`src/hw/bmd_regs.svh`:
```
// register offsets, field positions and reset values of the banked data memory decoder
`ifndef BMD_REGS_SVH
`define BMD_REGS_SVH
`define BMD_NUM_BANKS       64
`define BMD_BANK_BYTES      128
`define BMD_CORE_COUNT      12
`define BMD_SFR_LIMIT       100
`define BMD_GPR_LIMIT       80
`define BMD_COMMON_BYTES    16
`define BMD_OFF_IND0        7'h00
`define BMD_OFF_IND1        7'h01
`define BMD_OFF_PCL         7'h02
`define BMD_OFF_FLAGS       7'h03
`define BMD_OFF_P0L         7'h04
`define BMD_OFF_P0H         7'h05
`define BMD_OFF_P1L         7'h06
`define BMD_OFF_P1H         7'h07
`define BMD_OFF_BANK        7'h08
`define BMD_OFF_ACC         7'h09
`define BMD_OFF_PCH         7'h0A
`define BMD_OFF_INTC        7'h0B
`define BMD_CORE_LAST       7'h0B
`define BMD_SFR_FIRST       7'h0C
`define BMD_GPR_FIRST       7'h20
`define BMD_COMMON_FIRST    7'h70
`define BMD_BANK_MSB        12
`define BMD_BANK_LSB        7
`define BMD_BANK_RST        6'h00
`define BMD_BYTE_RST        8'h00
`endif
```
`src/hw/bmd_pkg.sv`:
```
// types of the banked data memory decoder
package bmd_pkg;
	typedef logic [12:0] bmd_addr_t;   // full data memory address
	typedef logic [5:0]  bmd_bank_t;   // bank number
	typedef logic [6:0]  bmd_off_t;    // in-bank offset
	typedef logic [7:0]  bmd_byte_t;   // data byte
	// kind of location that an address lands on
	typedef enum logic [1:0] {
		BMD_REGION_CORE   = 2'b00,
		BMD_REGION_SFR    = 2'b01,
		BMD_REGION_GPR    = 2'b10,
		BMD_REGION_COMMON = 2'b11
	} bmd_region_t;
	// how the core reaches memory
	typedef enum logic [1:0] {
		BMD_MODE_DIRECT = 2'b00,
		BMD_MODE_PTR0   = 2'b01,
		BMD_MODE_PTR1   = 2'b10,
		BMD_MODE_NONE   = 2'b11
	} bmd_mode_t;
endpackage : bmd_pkg

```
`src/hw/bmd_decoder.sv`:
```
// banked data memory decoder with the twelve core registers
`timescale 1ns/100ps
`include "bmd_regs.svh"
module bmd_decoder (
	input  wire logic            i_clock,     // core clock
	input  wire logic            i_rst_b,     // async reset, active low
	input  wire logic            i_req,       // access request this cycle
	input  wire logic            i_wr,        // write when high, read when low
	input  wire bmd_pkg::bmd_mode_t i_mode,   // direct or pointer access
	input  wire bmd_pkg::bmd_off_t  i_offset, // in-bank offset for direct access
	input  wire bmd_pkg::bmd_byte_t i_wdata,  // write data
	input  wire bmd_pkg::bmd_byte_t i_mem_rdata, // data returned by the memory array
	output logic                 o_mem_sel,   // memory array selected (not core)
	output logic                 o_mem_wr,    // memory write strobe
	output bmd_pkg::bmd_addr_t   o_mem_addr,  // 13-bit memory address
	output bmd_pkg::bmd_region_t o_region,    // region of the decoded address
	output logic                 o_core_hit,  // request decodes to a core register, i_mode not checked (also with no access mode)
	output bmd_pkg::bmd_byte_t   o_rdata,     // read data, registered
	output logic                 o_rvalid,    // read data valid, one cycle
	output bmd_pkg::bmd_bank_t   o_bank       // current bank selector value
);
	import bmd_pkg::*;

	// whole state of the block
	typedef struct packed {
		bmd_byte_t program_counter_low;
		bmd_byte_t flags;
		bmd_byte_t p0l;
		bmd_byte_t p0h;
		bmd_byte_t p1l;
		bmd_byte_t p1h;
		bmd_bank_t bank;
		bmd_byte_t acc;
		bmd_byte_t pch;
		bmd_byte_t intc;
		bmd_byte_t rdata;
		logic      rvalid;
		logic      rd_mem;
		bmd_byte_t core_q;      // core read value held one cycle
		logic      rd_core;     // core read answers next cycle
	} bmd_state_t;

	bmd_state_t st_r;       // registered state
	bmd_state_t st_nxt;     // next state
	bmd_addr_t  addr;       // decoded address
	bmd_off_t   eff_off;    // effective in-bank offset
	logic       core_hit;   // address on a core register
	bmd_byte_t  core_rd;    // core register read value

	// address formation for all three access modes
	always_comb begin
		case (i_mode)
			BMD_MODE_PTR0: addr = {st_r.p0h[4:0], st_r.p0l};
			BMD_MODE_PTR1: addr = {st_r.p1h[4:0], st_r.p1l};
			default:       addr = {st_r.bank, i_offset};
		endcase
	end

	assign eff_off  = addr[`BMD_BANK_LSB-1:0];
	assign core_hit = (eff_off <= `BMD_CORE_LAST);

	// region split inside every bank
	always_comb begin
		if (eff_off <= `BMD_CORE_LAST) begin
			o_region = BMD_REGION_CORE;
		end else if (eff_off < `BMD_GPR_FIRST) begin
			o_region = BMD_REGION_SFR;
		end else if (eff_off < `BMD_COMMON_FIRST) begin
			o_region = BMD_REGION_GPR;
		end else begin
			o_region = BMD_REGION_COMMON;
		end
	end

	// core register read mux, same in every bank
	always_comb begin
		if (eff_off == `BMD_OFF_PCL) begin
			core_rd = st_r.program_counter_low;
		end else if (eff_off == `BMD_OFF_FLAGS) begin
			core_rd = st_r.flags;
		end else if (eff_off == `BMD_OFF_P0L) begin
			core_rd = st_r.p0l;
		end else if (eff_off == `BMD_OFF_P0H) begin
			core_rd = st_r.p0h;
		end else if (eff_off == `BMD_OFF_P1L) begin
			core_rd = st_r.p1l;
		end else if (eff_off == `BMD_OFF_P1H) begin
			core_rd = st_r.p1h;
		end else if (eff_off == `BMD_OFF_BANK) begin
			core_rd = {2'b00, st_r.bank};
		end else if (eff_off == `BMD_OFF_ACC) begin
			core_rd = st_r.acc;
		end else if (eff_off == `BMD_OFF_PCH) begin
			core_rd = st_r.pch;
		end else if (eff_off == `BMD_OFF_INTC) begin
			core_rd = st_r.intc;
		end else begin
			core_rd = `BMD_BYTE_RST;    // indirect windows read zero
		end
	end

	// next-state logic
	always_comb begin
		st_nxt        = st_r;
		st_nxt.rvalid = 1'b0;
		st_nxt.rd_mem = 1'b0;
		st_nxt.rd_core = 1'b0;
		if (st_r.rd_mem) begin
			st_nxt.rdata  = i_mem_rdata;    // capture array data
			st_nxt.rvalid = 1'b1;
		end else if (st_r.rd_core) begin
			// core reads wait one cycle so that they keep order behind array reads
			st_nxt.rdata  = st_r.core_q;
			st_nxt.rvalid = 1'b1;
		end
		if (i_req && (i_mode != BMD_MODE_NONE)) begin
			if (core_hit) begin
				if (i_wr) begin
					// core writes land whatever bank is active
					if (eff_off == `BMD_OFF_PCL)   st_nxt.program_counter_low   = i_wdata;
					if (eff_off == `BMD_OFF_FLAGS) st_nxt.flags = i_wdata;
					if (eff_off == `BMD_OFF_P0L)   st_nxt.p0l   = i_wdata;
					if (eff_off == `BMD_OFF_P0H)   st_nxt.p0h   = i_wdata;
					if (eff_off == `BMD_OFF_P1L)   st_nxt.p1l   = i_wdata;
					if (eff_off == `BMD_OFF_P1H)   st_nxt.p1h   = i_wdata;
					if (eff_off == `BMD_OFF_BANK)  st_nxt.bank  = i_wdata[5:0];
					if (eff_off == `BMD_OFF_ACC)   st_nxt.acc   = i_wdata;
					if (eff_off == `BMD_OFF_PCH)   st_nxt.pch   = i_wdata;
					if (eff_off == `BMD_OFF_INTC)  st_nxt.intc  = i_wdata;
				end else begin
					st_nxt.core_q  = core_rd;
					st_nxt.rd_core = 1'b1;
				end
			end else if (!i_wr) begin
				st_nxt.rd_mem = 1'b1;        // array answers next cycle
			end
		end
	end

	// state register
	always_ff @(posedge i_clock or negedge i_rst_b) begin
		if (!i_rst_b) begin
			st_r      <= '0;
			st_r.bank <= `BMD_BANK_RST;
		end else begin
			st_r <= st_nxt;
		end
	end

	// array strobes, combinational
	assign o_mem_sel  = i_req && (i_mode != BMD_MODE_NONE) && !core_hit;
	assign o_mem_wr   = o_mem_sel && i_wr;
	assign o_mem_addr = addr;
	assign o_core_hit = i_req && core_hit;
	assign o_rdata    = st_r.rdata;
	assign o_rvalid   = st_r.rvalid;
	assign o_bank     = st_r.bank;

	// properties
	property p_bank_write;
		@(posedge i_clock) disable iff (!i_rst_b)
		(i_req && i_wr && i_mode == BMD_MODE_DIRECT && i_offset == `BMD_OFF_BANK)
			|=> (o_bank == $past(i_wdata[5:0]));
	endproperty
	a_bank_write: assert property (p_bank_write) else $error("bank write lost");

	property p_direct_addr;
		@(posedge i_clock) disable iff (!i_rst_b)
		(i_req && i_mode == BMD_MODE_DIRECT) |-> (o_mem_addr == {o_bank, i_offset});
	endproperty
	a_direct_addr: assert property (p_direct_addr) else $error("direct address bad");

	property p_core_no_mem;
		@(posedge i_clock) disable iff (!i_rst_b)
		(i_req && i_mode == BMD_MODE_DIRECT && i_offset <= `BMD_CORE_LAST) |-> !o_mem_sel;
	endproperty
	a_core_no_mem: assert property (p_core_no_mem) else $error("core hit reached array");

	property p_core_read;
		@(posedge i_clock) disable iff (!i_rst_b)
		(i_req && !i_wr && i_mode == BMD_MODE_DIRECT && i_offset == `BMD_OFF_ACC)
			|=> ##1 (o_rvalid && o_rdata == $past(st_r.acc, 2));
	endproperty
	a_core_read: assert property (p_core_read) else $error("core read wrong");

	property p_mem_read;
		@(posedge i_clock) disable iff (!i_rst_b)
		(o_mem_sel && !i_wr) |=> ##1 o_rvalid;
	endproperty
	a_mem_read: assert property (p_mem_read) else $error("array read not returned");

	property p_region_core;
		@(posedge i_clock) disable iff (!i_rst_b)
		o_core_hit |-> (o_region == BMD_REGION_CORE);
	endproperty
	a_region_core: assert property (p_region_core) else $error("region wrong");

	property p_bank_next;
		@(posedge i_clock) disable iff (!i_rst_b)
		(i_req && i_wr && i_mode == BMD_MODE_DIRECT && i_offset == `BMD_OFF_BANK)
			##1 (i_req && i_mode == BMD_MODE_DIRECT)
			|-> (o_mem_addr[12:7] == $past(i_wdata[5:0]));
	endproperty
	a_bank_next: assert property (p_bank_next) else $error("new bank not applied");

	property p_ptr0_addr;
		@(posedge i_clock) disable iff (!i_rst_b)
		(i_req && i_mode == BMD_MODE_PTR0) |-> (o_mem_addr[7:0] == st_r.p0l);
	endproperty
	a_ptr0_addr: assert property (p_ptr0_addr) else $error("pointer address bad");

	// a pointer that lands on the bank selector writes it like a direct access
	property p_ptr_core_write;
		@(posedge i_clock) disable iff (!i_rst_b)
		(i_req && i_wr && i_mode == BMD_MODE_PTR1 && o_mem_addr[6:0] == `BMD_OFF_BANK)
			|=> (o_bank == $past(i_wdata[5:0]));
	endproperty
	a_ptr_core_write: assert property (p_ptr_core_write) else $error("pointer core write lost");

	c_direct: cover property (@(posedge i_clock) o_mem_sel && i_mode == BMD_MODE_DIRECT);
	c_ptr1:   cover property (@(posedge i_clock) o_mem_sel && i_mode == BMD_MODE_PTR1);
	c_bank:   cover property (@(posedge i_clock) o_bank == 6'h3F);
	c_core:   cover property (@(posedge i_clock) o_core_hit && o_bank != 6'h00);
	c_ptrc:   cover property (@(posedge i_clock) o_core_hit && i_mode == BMD_MODE_PTR1);
endmodule : bmd_decoder

```
`config.mk`:
```
export PLATFORM = sky130hd
export DESIGN_NAME = bmd_decoder
export DESIGN_NICKNAME = d
export VERILOG_FILES = /design/src/hw/bmd_pkg.sv /design/src/hw/bmd_decoder.sv
export VERILOG_INCLUDE_DIRS = /design/src /design/src/hw
export SDC_FILE = /design/constraint.sdc
export NUM_CORES = 1
export LEC_CHECK = 0
export BUFFER_PORTS_ARGS = -buffer_cell sky130_fd_sc_hd__buf_2
export CAP_MARGIN = 20
export CORE_MARGIN = 10
export CORE_UTILIZATION = 60
export CTS_CLUSTER_SIZE = 25
export DETAILED_ROUTE_END_ITERATION = 10
export PLACE_DENSITY = 0.82
export SLEW_MARGIN = 20
export SYNTH_ARGS = -nofsm -noshare
export SYNTH_HDL_FRONTEND = slang
export SYNTH_SLANG_ARGS = --single-unit
```
`constraint.sdc`:
```
create_clock -name i_clock -period 5 [get_ports i_clock]
set_input_delay 0.75 -clock i_clock [delete_from_list [all_inputs] [get_ports i_clock]]
set_output_delay 0.75 -clock i_clock [all_outputs]
set_load 0.01 [all_outputs]
```
==> results of run 1 <==
[registers in the layout (all words and copies together) (netlist names)]
signal / flops
o_rvalid: 1
st_r: 82
o_rdata: 8
o_bank: 6
[worst max-delay path, stage by stage]
cell,delay (ps)
buf_2,100
inv_1,40
ha_1,540
and2b_1,350
nor4_2,690
nor2_1,190
nor2_1,160
and2_1,160
buf_2,140
[layout by cell type (no fill, tap or decap), types with 6 or more instances in the layout]
| cell type | count |
|---|---|
| mux2_2 | 78 |
| a21oi_1 | 11 |
| buf_2 | 60 |
| nor3_1 | 6 |
| nand3_1 | 8 |
| o22ai_1 | 8 |
| a22oi_1 | 7 |
| o21ai_0 | 23 |
| a221oi_1 | 8 |
| nand2_2 | 6 |
| nor2_1 | 21 |
| nand2_1 | 23 |
| dfrtp_1 | 97 |
| mux2i_1 | 9 |
| clkbuf_8 | 9 |
| inv_1 | 7 |
[kinds of logic (layout without fill, tap and decap cells)]
kind of cell               Yosys count  count (layout)  synth area share [%]
AOI/OAI and AO/OA                   93              93                  13.4
adders and majority gates            3               3                 0.740
and+or+nand+nor                     97              97                  11.3
muxes                               94              94                  21.7
DFF                                 97              97                  47.8
buffers and inverters               46              89                  4.91
[cell type report]
type                       count  share of cell area [%]
sequential                    97                    43.3
multi-input combinational    287                    42.8
timing repair buffer          64                    5.89
clock inverter                 6                    2.77
tap                          105                    2.34
clock buffer                   9                    2.21
inverter                      10                   0.670
[metal layers]
metal | vias to the layer above | track usage, % | routed length, um
li1 | 1680 | - | -
met1 | 1862 | 28.0 | 5760
met2 | 181 | 32.4 | 6100
met3 | 17 | 5.96 | 1040
met4 | 0 | 5.33 | 183
met5 | - | 0 | 0
[how the worst min path moves through the flow]
stage | from | depth (start not counted) | end | slack, ps
after floorplan | i_rst_b | 0 | o_bank[0] | 450
after global placement | st_r[37] | 1 | st_r[37] | 470
after detailed placement | st_r[38] | 1 | st_r[38] | 480
after CTS | i_rst_b | 1 | st_r[0] | 400
after global routing | i_rst_b | 1 | st_r[90] | 430
final | i_rst_b | 1 | o_rdata[7] | 380
[power groups by stage]
stage	clock (uW)	sequential, uW	combinational, uW
5_1_grt	735	940	394
3_3_place_gp	0	941	343
3_5_place_dp	0	944	353
6_report	696	929	357
2_1_floorplan	0	922	272
4_1_cts	703	929	357
[synth_stat cells (all sizes together), types with 7 or more instances]
library cell | instances | share of area [%]
o22ai | 8 | 0.99
a221oi | 11 | 2.3
buf | 31 | 3.8
a22oi | 7 | 1.0
dfrtp | 97 | 48
inv | 9 | 0.67
o21ai | 23 | 2.3
nor3 | 9 | 1.4
nand2 | 30 | 2.7
mux2 | 80 | 18
nor2 | 21 | 1.6
a21oi | 11 | 1.1
nand3 | 10 | 1.2
mux2i | 9 | 1.8
[per-stage QoR]
stage	worst slack, ps	instance area, um^2	hold WS [ps]	util, %	std cells
final	1120	5600	383	68.2	578
after global routing	917	5600	429	68.2	578
after CTS	1120	5600	400	68.2	578
after detailed placement	1010	5330	480	64.8	563
after global placement	1070	5330	475	64.8	563
after floorplan	1500	5070	454	-	430
==> metrics.cfg, run 1 <==
[outcome]
status = completed

[power_and_ir_drop]
peakVddDrop_mv = 0.220
p_int_uw = 1440
p_sw_uw = 539
leakage_uw = 0.00266
combinationalPowerShare_pct = 18.0
swShare_pct = 27.2
p_per_area_mw_per_mm2 = 354
power_frac_seq_pct = 46.9
p_total_uw = 1980
pwr-share-clk_pct = 35.1

[cts]
clk-insertion-delay-late_ps = 360
cts_buffer_depth = 2
path_clk_slew_ps = 90
cts_resized = 0
post_cts_buffers = 0
clockRootBuffer = clkbuf_8
cts_sinks = 97
ctsHoldBuffers = 0
cts_tree = built
cts_buffers = 9
h-tree-depth = 3

[synthesis]
synthCells = 430
synth_ff_type = dfrtp_1
ys.warnings.count = 0
synth.yosys.seq_area_share_pct = 47.8
synth_edf_count = 0
syn_area_mm2 = 0.00507
syn_nets = 462
ys_ff_latch = 97
async_flop_share_pct = 100
yosysUniqueCellTypes = 61
synth.avg_cell_area_um2 = 11.8

[timing]
final-hold-violation-count = 0
slew_viol_final = 0
fin_crit_ps = 3880
fin_skew_ps = 4.34
slew_headroom_pct = 44.7
final.period_utilization_pct = 77.7
setup_violations = 0
max_freq_mhz = 257
worst_pin_slew_ps = 823
tns_ps = 0
rsz0062_at_grt = no

[drt]
drt_iter0_drc = 323
viasPerCell = 6.47
drc = 0
ant_nets = 0
vias = 3740
wl_per_cell_um = 22.7
wirelength_um = 13100
drt_first_pass_iters = 6

[critical_path]
worstSetupEndpointType = primary output
critPathCapture = o_mem_wr
r2r-start = st_r[60]
crit_type = input pin to primary output
worstRegToRegCells = 6
critical_path.startpoint = i_mode[0]
cp-start-kind = input pin
r2r_end = st_r[74]
cp.arrival_ps = 3130
worstPathRequired_ps = 4250
critPathMaxFanout = 19
r2r_setup_slack_ps = 2090

[floorplan]
std_cell_rows = 33
core_mm2 = 0.00822
io_pins = 62
die_width_um = 112
initial_core_util_pct = 61.8
dieArea_mm2 = 0.0125
fp.dieH_um = 112

[place]
gp_congestion = 0.894
port-buffer-count = 61
dpl.hpwl_um = 9260

[finish]
seq_area_mm2 = 0.00243
drive_gt1_share_pct = 40.0
area.growth.synth_to_final_pct = 10.4
nFillCells = 648
fin_nets = 501
multiInputGateArea_mm2 = 0.00240
diodes = 0

[global_routing]
grt_usage_pct = 20.8
grt_antenna_before_repair = 0
grt_max_degree = 53
grt_pass1_wl_um = 21300
globalRouteOverflowTotal = 0
grt_pass1_vias = 3856

[min_path]
worst_hold_path_type = input pin to async pin

[run]
drv_cap = 0

Note: power is estimated with default switching activity, not from simulation.
==> run 2, diff against run 1 <==
--- a/config.mk
+++ b/config.mk
@@ -9,10 +9,10 @@
 export BUFFER_PORTS_ARGS = -buffer_cell sky130_fd_sc_hd__buf_2
 export CAP_MARGIN = 20
 export CORE_MARGIN = 10
-export CORE_UTILIZATION = 60
+export CORE_UTILIZATION = 53
 export CTS_CLUSTER_SIZE = 25
 export DETAILED_ROUTE_END_ITERATION = 10
-export PLACE_DENSITY = 0.82
+export PLACE_DENSITY = 0.77
 export SLEW_MARGIN = 20
 export SYNTH_ARGS = -nofsm -noshare
 export SYNTH_HDL_FRONTEND = slang
==> constraint.sdc (replaced) <==
create_clock -name i_clock -period 3.5 [get_ports i_clock]
set_input_delay 0.525 -clock i_clock [delete_from_list [all_inputs] [get_ports i_clock]]
set_output_delay 0.525 -clock i_clock [all_outputs]
set_load 0.01 [all_outputs]
==> metrics.cfg, run 2 (same netlist as run 1, synthesis figures left out) <==
[timing]
rsz0062_at_grt = no
setup_violations = 0  ; unchanged
fin_skew_ps = 9.14  ; +4.80 ps
fin_crit_ps = 3290
slew_viol_final = 0  ; unchanged
holdWs_ps = 234  ; -149 ps
tns_ps = 0  ; unchanged
setup_ws_ps = 215  ; -901 ps
final.period_utilization_pct = 93.9
max_freq_mhz = 304
final-hold-violation-count = 0  ; unchanged
slew_headroom_pct = 45.6  ; +0.94 points
worst_pin_slew_ps = 816  ; -6.49 ps

[power_and_ir_drop]
p_int_uw = 1800  ; +25%
combinationalPowerShare_pct = 20.3  ; +2.3 points
swShare_pct = 30.5  ; +3.3 points
peakVddDrop_mv = 0.229  ; +4.1%
leakage_uw = 0.00269  ; +0.93%
pwr-share-clk_pct = 28.7  ; -6.4 points
p_total_uw = 2600  ; +31%
p_sw_uw = 793  ; +47%
p_per_area_mw_per_mm2 = 458  ; +30%
power_frac_seq_pct = 51.1  ; +4.2 points

[place]
gp_congestion = 0.970  ; +8.5%
place_ws_ps = 195  ; -816 ps
placed_cell_area_mm2 = 0.00547  ; +2.6%
dpl.hpwl_um = 9650  ; +4.2%
port-buffer-count = 61  ; unchanged

[finish]
area.growth.synth_to_final_pct = 11.7
fin_nets = 514  ; +2.6%
nFillCells = 781  ; +21%
largest_reg_flops = 82  ; unchanged
final_common_cell = dfrtp_1
layout_common_cells = dfrtp_1, mux2_2, buf_2
diodes = 0  ; unchanged
regMostFlops = st_r
drive_gt1_share_pct = 41.5  ; +1.5 points
design_area_mm2 = 0.00567  ; +1.1%

[cts]
ctsHoldBuffers = 0  ; unchanged
path_clk_slew_ps = 100  ; about the same
cts_buffers = 9  ; unchanged
cts_resized = 0  ; unchanged
cts_tree = built
clk-insertion-delay-late_ps = 360  ; about the same
cts_buffer_depth = 2  ; unchanged
cts_sinks = 97  ; unchanged
post_cts_buffers = 0  ; unchanged
h-tree-depth = 3  ; unchanged
clockRootBuffer = clkbuf_8

[critical_path]
worstPathCellList = buf_2, inv_1, ha_1, a221oi_1, o22a_2, nand2_1, nor2_1, nor2_1, and2_1, buf_2
cp-start-kind = input pin
crit_family = simple AND/OR/NAND/NOR gates
path_buf_inv = 3  ; unchanged
critPathMaxFanout = 20  ; +1
worstPathRequired_ps = 2970  ; -1280 ps
cp.arrival_ps = 2760  ; -370 ps
crit_type = input pin to primary output
cp_slowest_cell = ha_1
worstSetupEndpointType = primary output
slowest_delay_ps = 540  ; -150 ps

[floorplan]
initial_core_util_pct = 54.7  ; -7.1 points
core_mm2 = 0.00928  ; +13%
fp.dieH_um = 118  ; +5.3%
dieArea_mm2 = 0.0139  ; +11%
die_width_um = 118  ; +5.3%
std_cell_rows = 35  ; +6.1%
io_pins = 62  ; unchanged

[global_routing]
globalRouteOverflowTotal = 0  ; unchanged
grt_antenna_before_repair = 0  ; unchanged
grt_usage_pct = 18.3  ; -2.5 points
grt_pass1_wl_um = 21000  ; -1.3%
grt_max_degree = 64  ; +21%
grt_pass1_vias = 3883  ; +0.70%

[drt]
wl_per_cell_um = 20.7  ; -8.5%
vias = 3796  ; +1.5%
drc = 0  ; unchanged
drt_iter0_drc = 370  ; +15%
drt_first_pass_iters = 5  ; -1
wirelength_um = 12800  ; -2.5%
ant_nets = 0  ; unchanged
viasPerCell = 6.16  ; -4.8%

[min_path]
worst_hold_path_type = input pin to async pin

[run]
drv_cap = 0  ; unchanged

[outcome]
status = completed

==> run 2: changes by cell type in the layout (fill, tap and decap cells not counted) <==
cell,delta
inv_8,+1
clkinv_4,+1
buf_4,+12
clkinvlp_4,+2
clkinv_2,-1
buf_12,+1
inv_6,+1
bufinv_16,-4
clkbuf_1,+1
==> run 2: worst paths after layout <==
path                           start        to  slack, ps  cells after the start
setup / recovery           i_mode[0]  o_mem_wr        210                     10
max in group asynchronous    i_rst_b  st_r[94]       2490                      2
min in group i_clock            i_wr   st_r[9]        370                      2
hold / removal               i_rst_b   st_r[9]        230                      1
hold reg to reg             st_r[37]  st_r[37]        490                      1
setup reg to reg            st_r[60]  st_r[79]        940                      6
==> run 2: layer usage <==
| layer | vias to the layer above | part of all wire, % | GRT usage [%] |
|---|---|---|---|
| met5 | - | 0 | 0 |
| met4 | 0 | 2.0 | 4.79 |
| met3 | 27 | 7.6 | 4.75 |
| met2 | 182 | 46 | 28.6 |
| met1 | 1874 | 44 | 24.7 |
| li1 | 1713 | - | - |
==> run 2: cell type report <==
cell class              instances  area, um^2  share of cell area [%]
clock inverters                 6        73.8                    1.30
multi-input cells             287        2400                    42.3
well taps                     129         161                    2.85
flip-flops and latches         97        2430                    42.8
repair buffers                 77         440                    7.77
inverters                      10        37.5                   0.662
clock buffers                  10         128                    2.25
==> run 2: metrics by stage <==
step / cells / util [%]
after floorplan: 430 / -
after global placement: 600 / 58.9
after detailed placement: 600 / 58.9
after CTS: 616 / 61.0
after global routing: 616 / 61.0
final: 616 / 61.0
==> run 2: power groups by stage <==
stage | Sequential [uW] | Combinational (uW) | Clock [uW]
2_1_floorplan | 1320 | 389 | 0
3_3_place_gp | 1340 | 509 | 0
3_5_place_dp | 1350 | 524 | 0
4_1_cts | 1330 | 526 | 761
5_1_grt | 1340 | 578 | 811
6_report | 1330 | 526 | 744
==> run 3, diff against run 2 <==
--- a/config.mk
+++ b/config.mk
@@ -12,7 +12,9 @@
 export CORE_UTILIZATION = 53
 export CTS_CLUSTER_SIZE = 25
 export DETAILED_ROUTE_END_ITERATION = 10
+export HOLD_SLACK_MARGIN = 0.08
 export PLACE_DENSITY = 0.77
+export REMOVE_ABC_BUFFERS = 1
 export SLEW_MARGIN = 20
 export SYNTH_ARGS = -nofsm -noshare
 export SYNTH_HDL_FRONTEND = slang
==> metrics.cfg, run 3 (same netlist as run 1, synthesis figures left out) <==
[min_path]
worst_hold_path_type = input pin to async pin

[timing]
max_freq_mhz = 307  ; +0.84%
worst_pin_slew_ps = 737  ; -78.9 ps
final.period_utilization_pct = 93.1  ; -0.79 points
final-hold-violation-count = 0  ; unchanged
fin_crit_ps = 3260  ; -27.5 ps
setup_violations = 0  ; unchanged
fin_skew_ps = 10.5  ; +1.32 ps
slew_headroom_pct = 50.6  ; +5.0 points
slew_viol_final = 0  ; unchanged
rsz0062_at_grt = no
tns_ps = 0  ; unchanged

[place]
dpl.hpwl_um = 9430  ; -2.3%
port-buffer-count = 61  ; unchanged
place_inst = 596  ; -0.67%
gp_congestion = 0.946  ; -2.5%

[finish]
seq_area_mm2 = 0.00243  ; unchanged
stdcell_count = 612  ; -0.65%
area.growth.synth_to_final_pct = 11.9
nFillCells = 757  ; -3.1%
fin_nets = 510  ; -0.78%
regMostFlops = st_r
drive_gt1_share_pct = 41.0  ; -0.48 points
largest_reg_flops = 82  ; unchanged
final_common_cell = dfrtp_1
multiInputGateArea_mm2 = 0.00240  ; unchanged
diodes = 0  ; unchanged
layout_common_cells = dfrtp_1, mux2_2, buf_2

[cts]
cts_resized = 0  ; unchanged
clockRootBuffer = clkbuf_8
cts_buffer_depth = 2  ; unchanged
path_clk_slew_ps = 90  ; about the same
ctsHoldBuffers = 0  ; unchanged
clk-insertion-delay-late_ps = 360  ; about the same
cts_tree = built
h-tree-depth = 3  ; unchanged
cts_buffers = 9  ; unchanged
cts_sinks = 97  ; unchanged
post_cts_buffers = 0  ; unchanged

[drt]
drt_first_pass_iters = 5  ; unchanged
wl_per_cell_um = 20.9  ; +0.69%
vias = 3795  ; -0.026%
viasPerCell = 6.20  ; +0.63%
wirelength_um = 12800  ; about the same
ant_nets = 0  ; unchanged
drc = 0  ; unchanged
drt_iter0_drc = 337  ; -8.9%

[global_routing]
grt_usage_pct = 18.4  ; +0.084 points
grt_pass1_vias = 3880  ; -0.077%
grt_pass1_wl_um = 21100  ; +0.52%
grt_antenna_before_repair = 0  ; unchanged
grt_max_degree = 51  ; -20%
globalRouteOverflowTotal = 0  ; unchanged

[critical_path]
worstSetupEndpointType = primary output
critPathMaxFanout = 15  ; -25%
cp.arrival_ps = 2730  ; -30 ps
cp-start-kind = input pin
worstPathRequired_ps = 2970  ; about the same
crit_type = input pin to primary output

[floorplan]
fp.dieH_um = 118  ; unchanged
std_cell_rows = 35  ; unchanged
die_width_um = 118  ; unchanged
initial_core_util_pct = 54.7  ; unchanged
core_mm2 = 0.00928  ; unchanged
io_pins = 62  ; unchanged
dieArea_mm2 = 0.0139  ; unchanged

[power_and_ir_drop]
p_per_area_mw_per_mm2 = 480  ; +4.8%
peakVddDrop_mv = 0.234  ; +2.5%
leakage_uw = 0.00269  ; +0.12%

[run]
drv_cap = 0  ; unchanged

[outcome]
status = completed

run 3: cell types whose count changed in the layout (fill, tap and decap cells not counted):
cell / change
buf_4: -4
bufinv_16: +2
clkinvlp_4: -1
inv_8: -1
run 3: final cells by class:
cell class                 count  area share [%]
multi-input combinational    287            42.2
clock inverter                 6            2.03
timing repair buffer          73            7.23
inverter                      10           0.661
clock buffer                  10            2.25
sequential                    97            42.8
tap                          129            2.84
run 3: per-stage QoR:
step	instance area, um^2	power, uW	hold slack [ps]	util, %	setup slack (ps)
finish	5680	2730	177	61.2	242
detailed placement	5440	1870	486	58.5	176
CTS	5680	2730	201	61.2	277
floorplan	4860	1640	229	-	133
global placement	5440	1850	476	58.5	271
global route	5680	2850	212	61.2	101
run 3: power breakdown:
part / total, uW / switching [uW] / internal (uW) / leakage (uW)
Combinational: 524 / 305 / 219 / 0.00126
Clock: 878 / 399 / 479 / 0.000117
Sequential: 1320 / 81.6 / 1240 / 0.00132
Total: 2730 / 786 / 1940 / 0.00269
run 3: path summary, 6_finish.rpt:
check | from | to | slack [ps] | depth (start not counted)
max reg2reg | st_r[62] | o_bank[4] | 840 | 6
min reg2reg | st_r[38] | st_r[38] | 510 | 1
min | i_rst_b | st_r[41] | 180 | 1
max | i_mode[0] | o_mem_wr | 240 | 10
min in group i_clock | i_mem_rdata[2] | o_rdata[2] | 360 | 3
max in group asynchronous | i_rst_b | st_r[4] | 2530 | 2
run 3: routing by layer:
layer  vias up  routed length [um]  global-route usage (%)
li1       1695                   -                       -
met1      1925                5710                    24.2
met2       151                6030                    29.5
met3        24                 829                    4.22
met4         0                 199                    5.33
met5         -                   0                       0
run 3: critical path: stages:
cell and delay, ps:
buf_2 110, inv_1 50, ha_1 420, a221oi_1 490, o22a_2 280, nand2_1 200
nor2_1 300, nor2_1 80, and2_1 150, buf_2 130
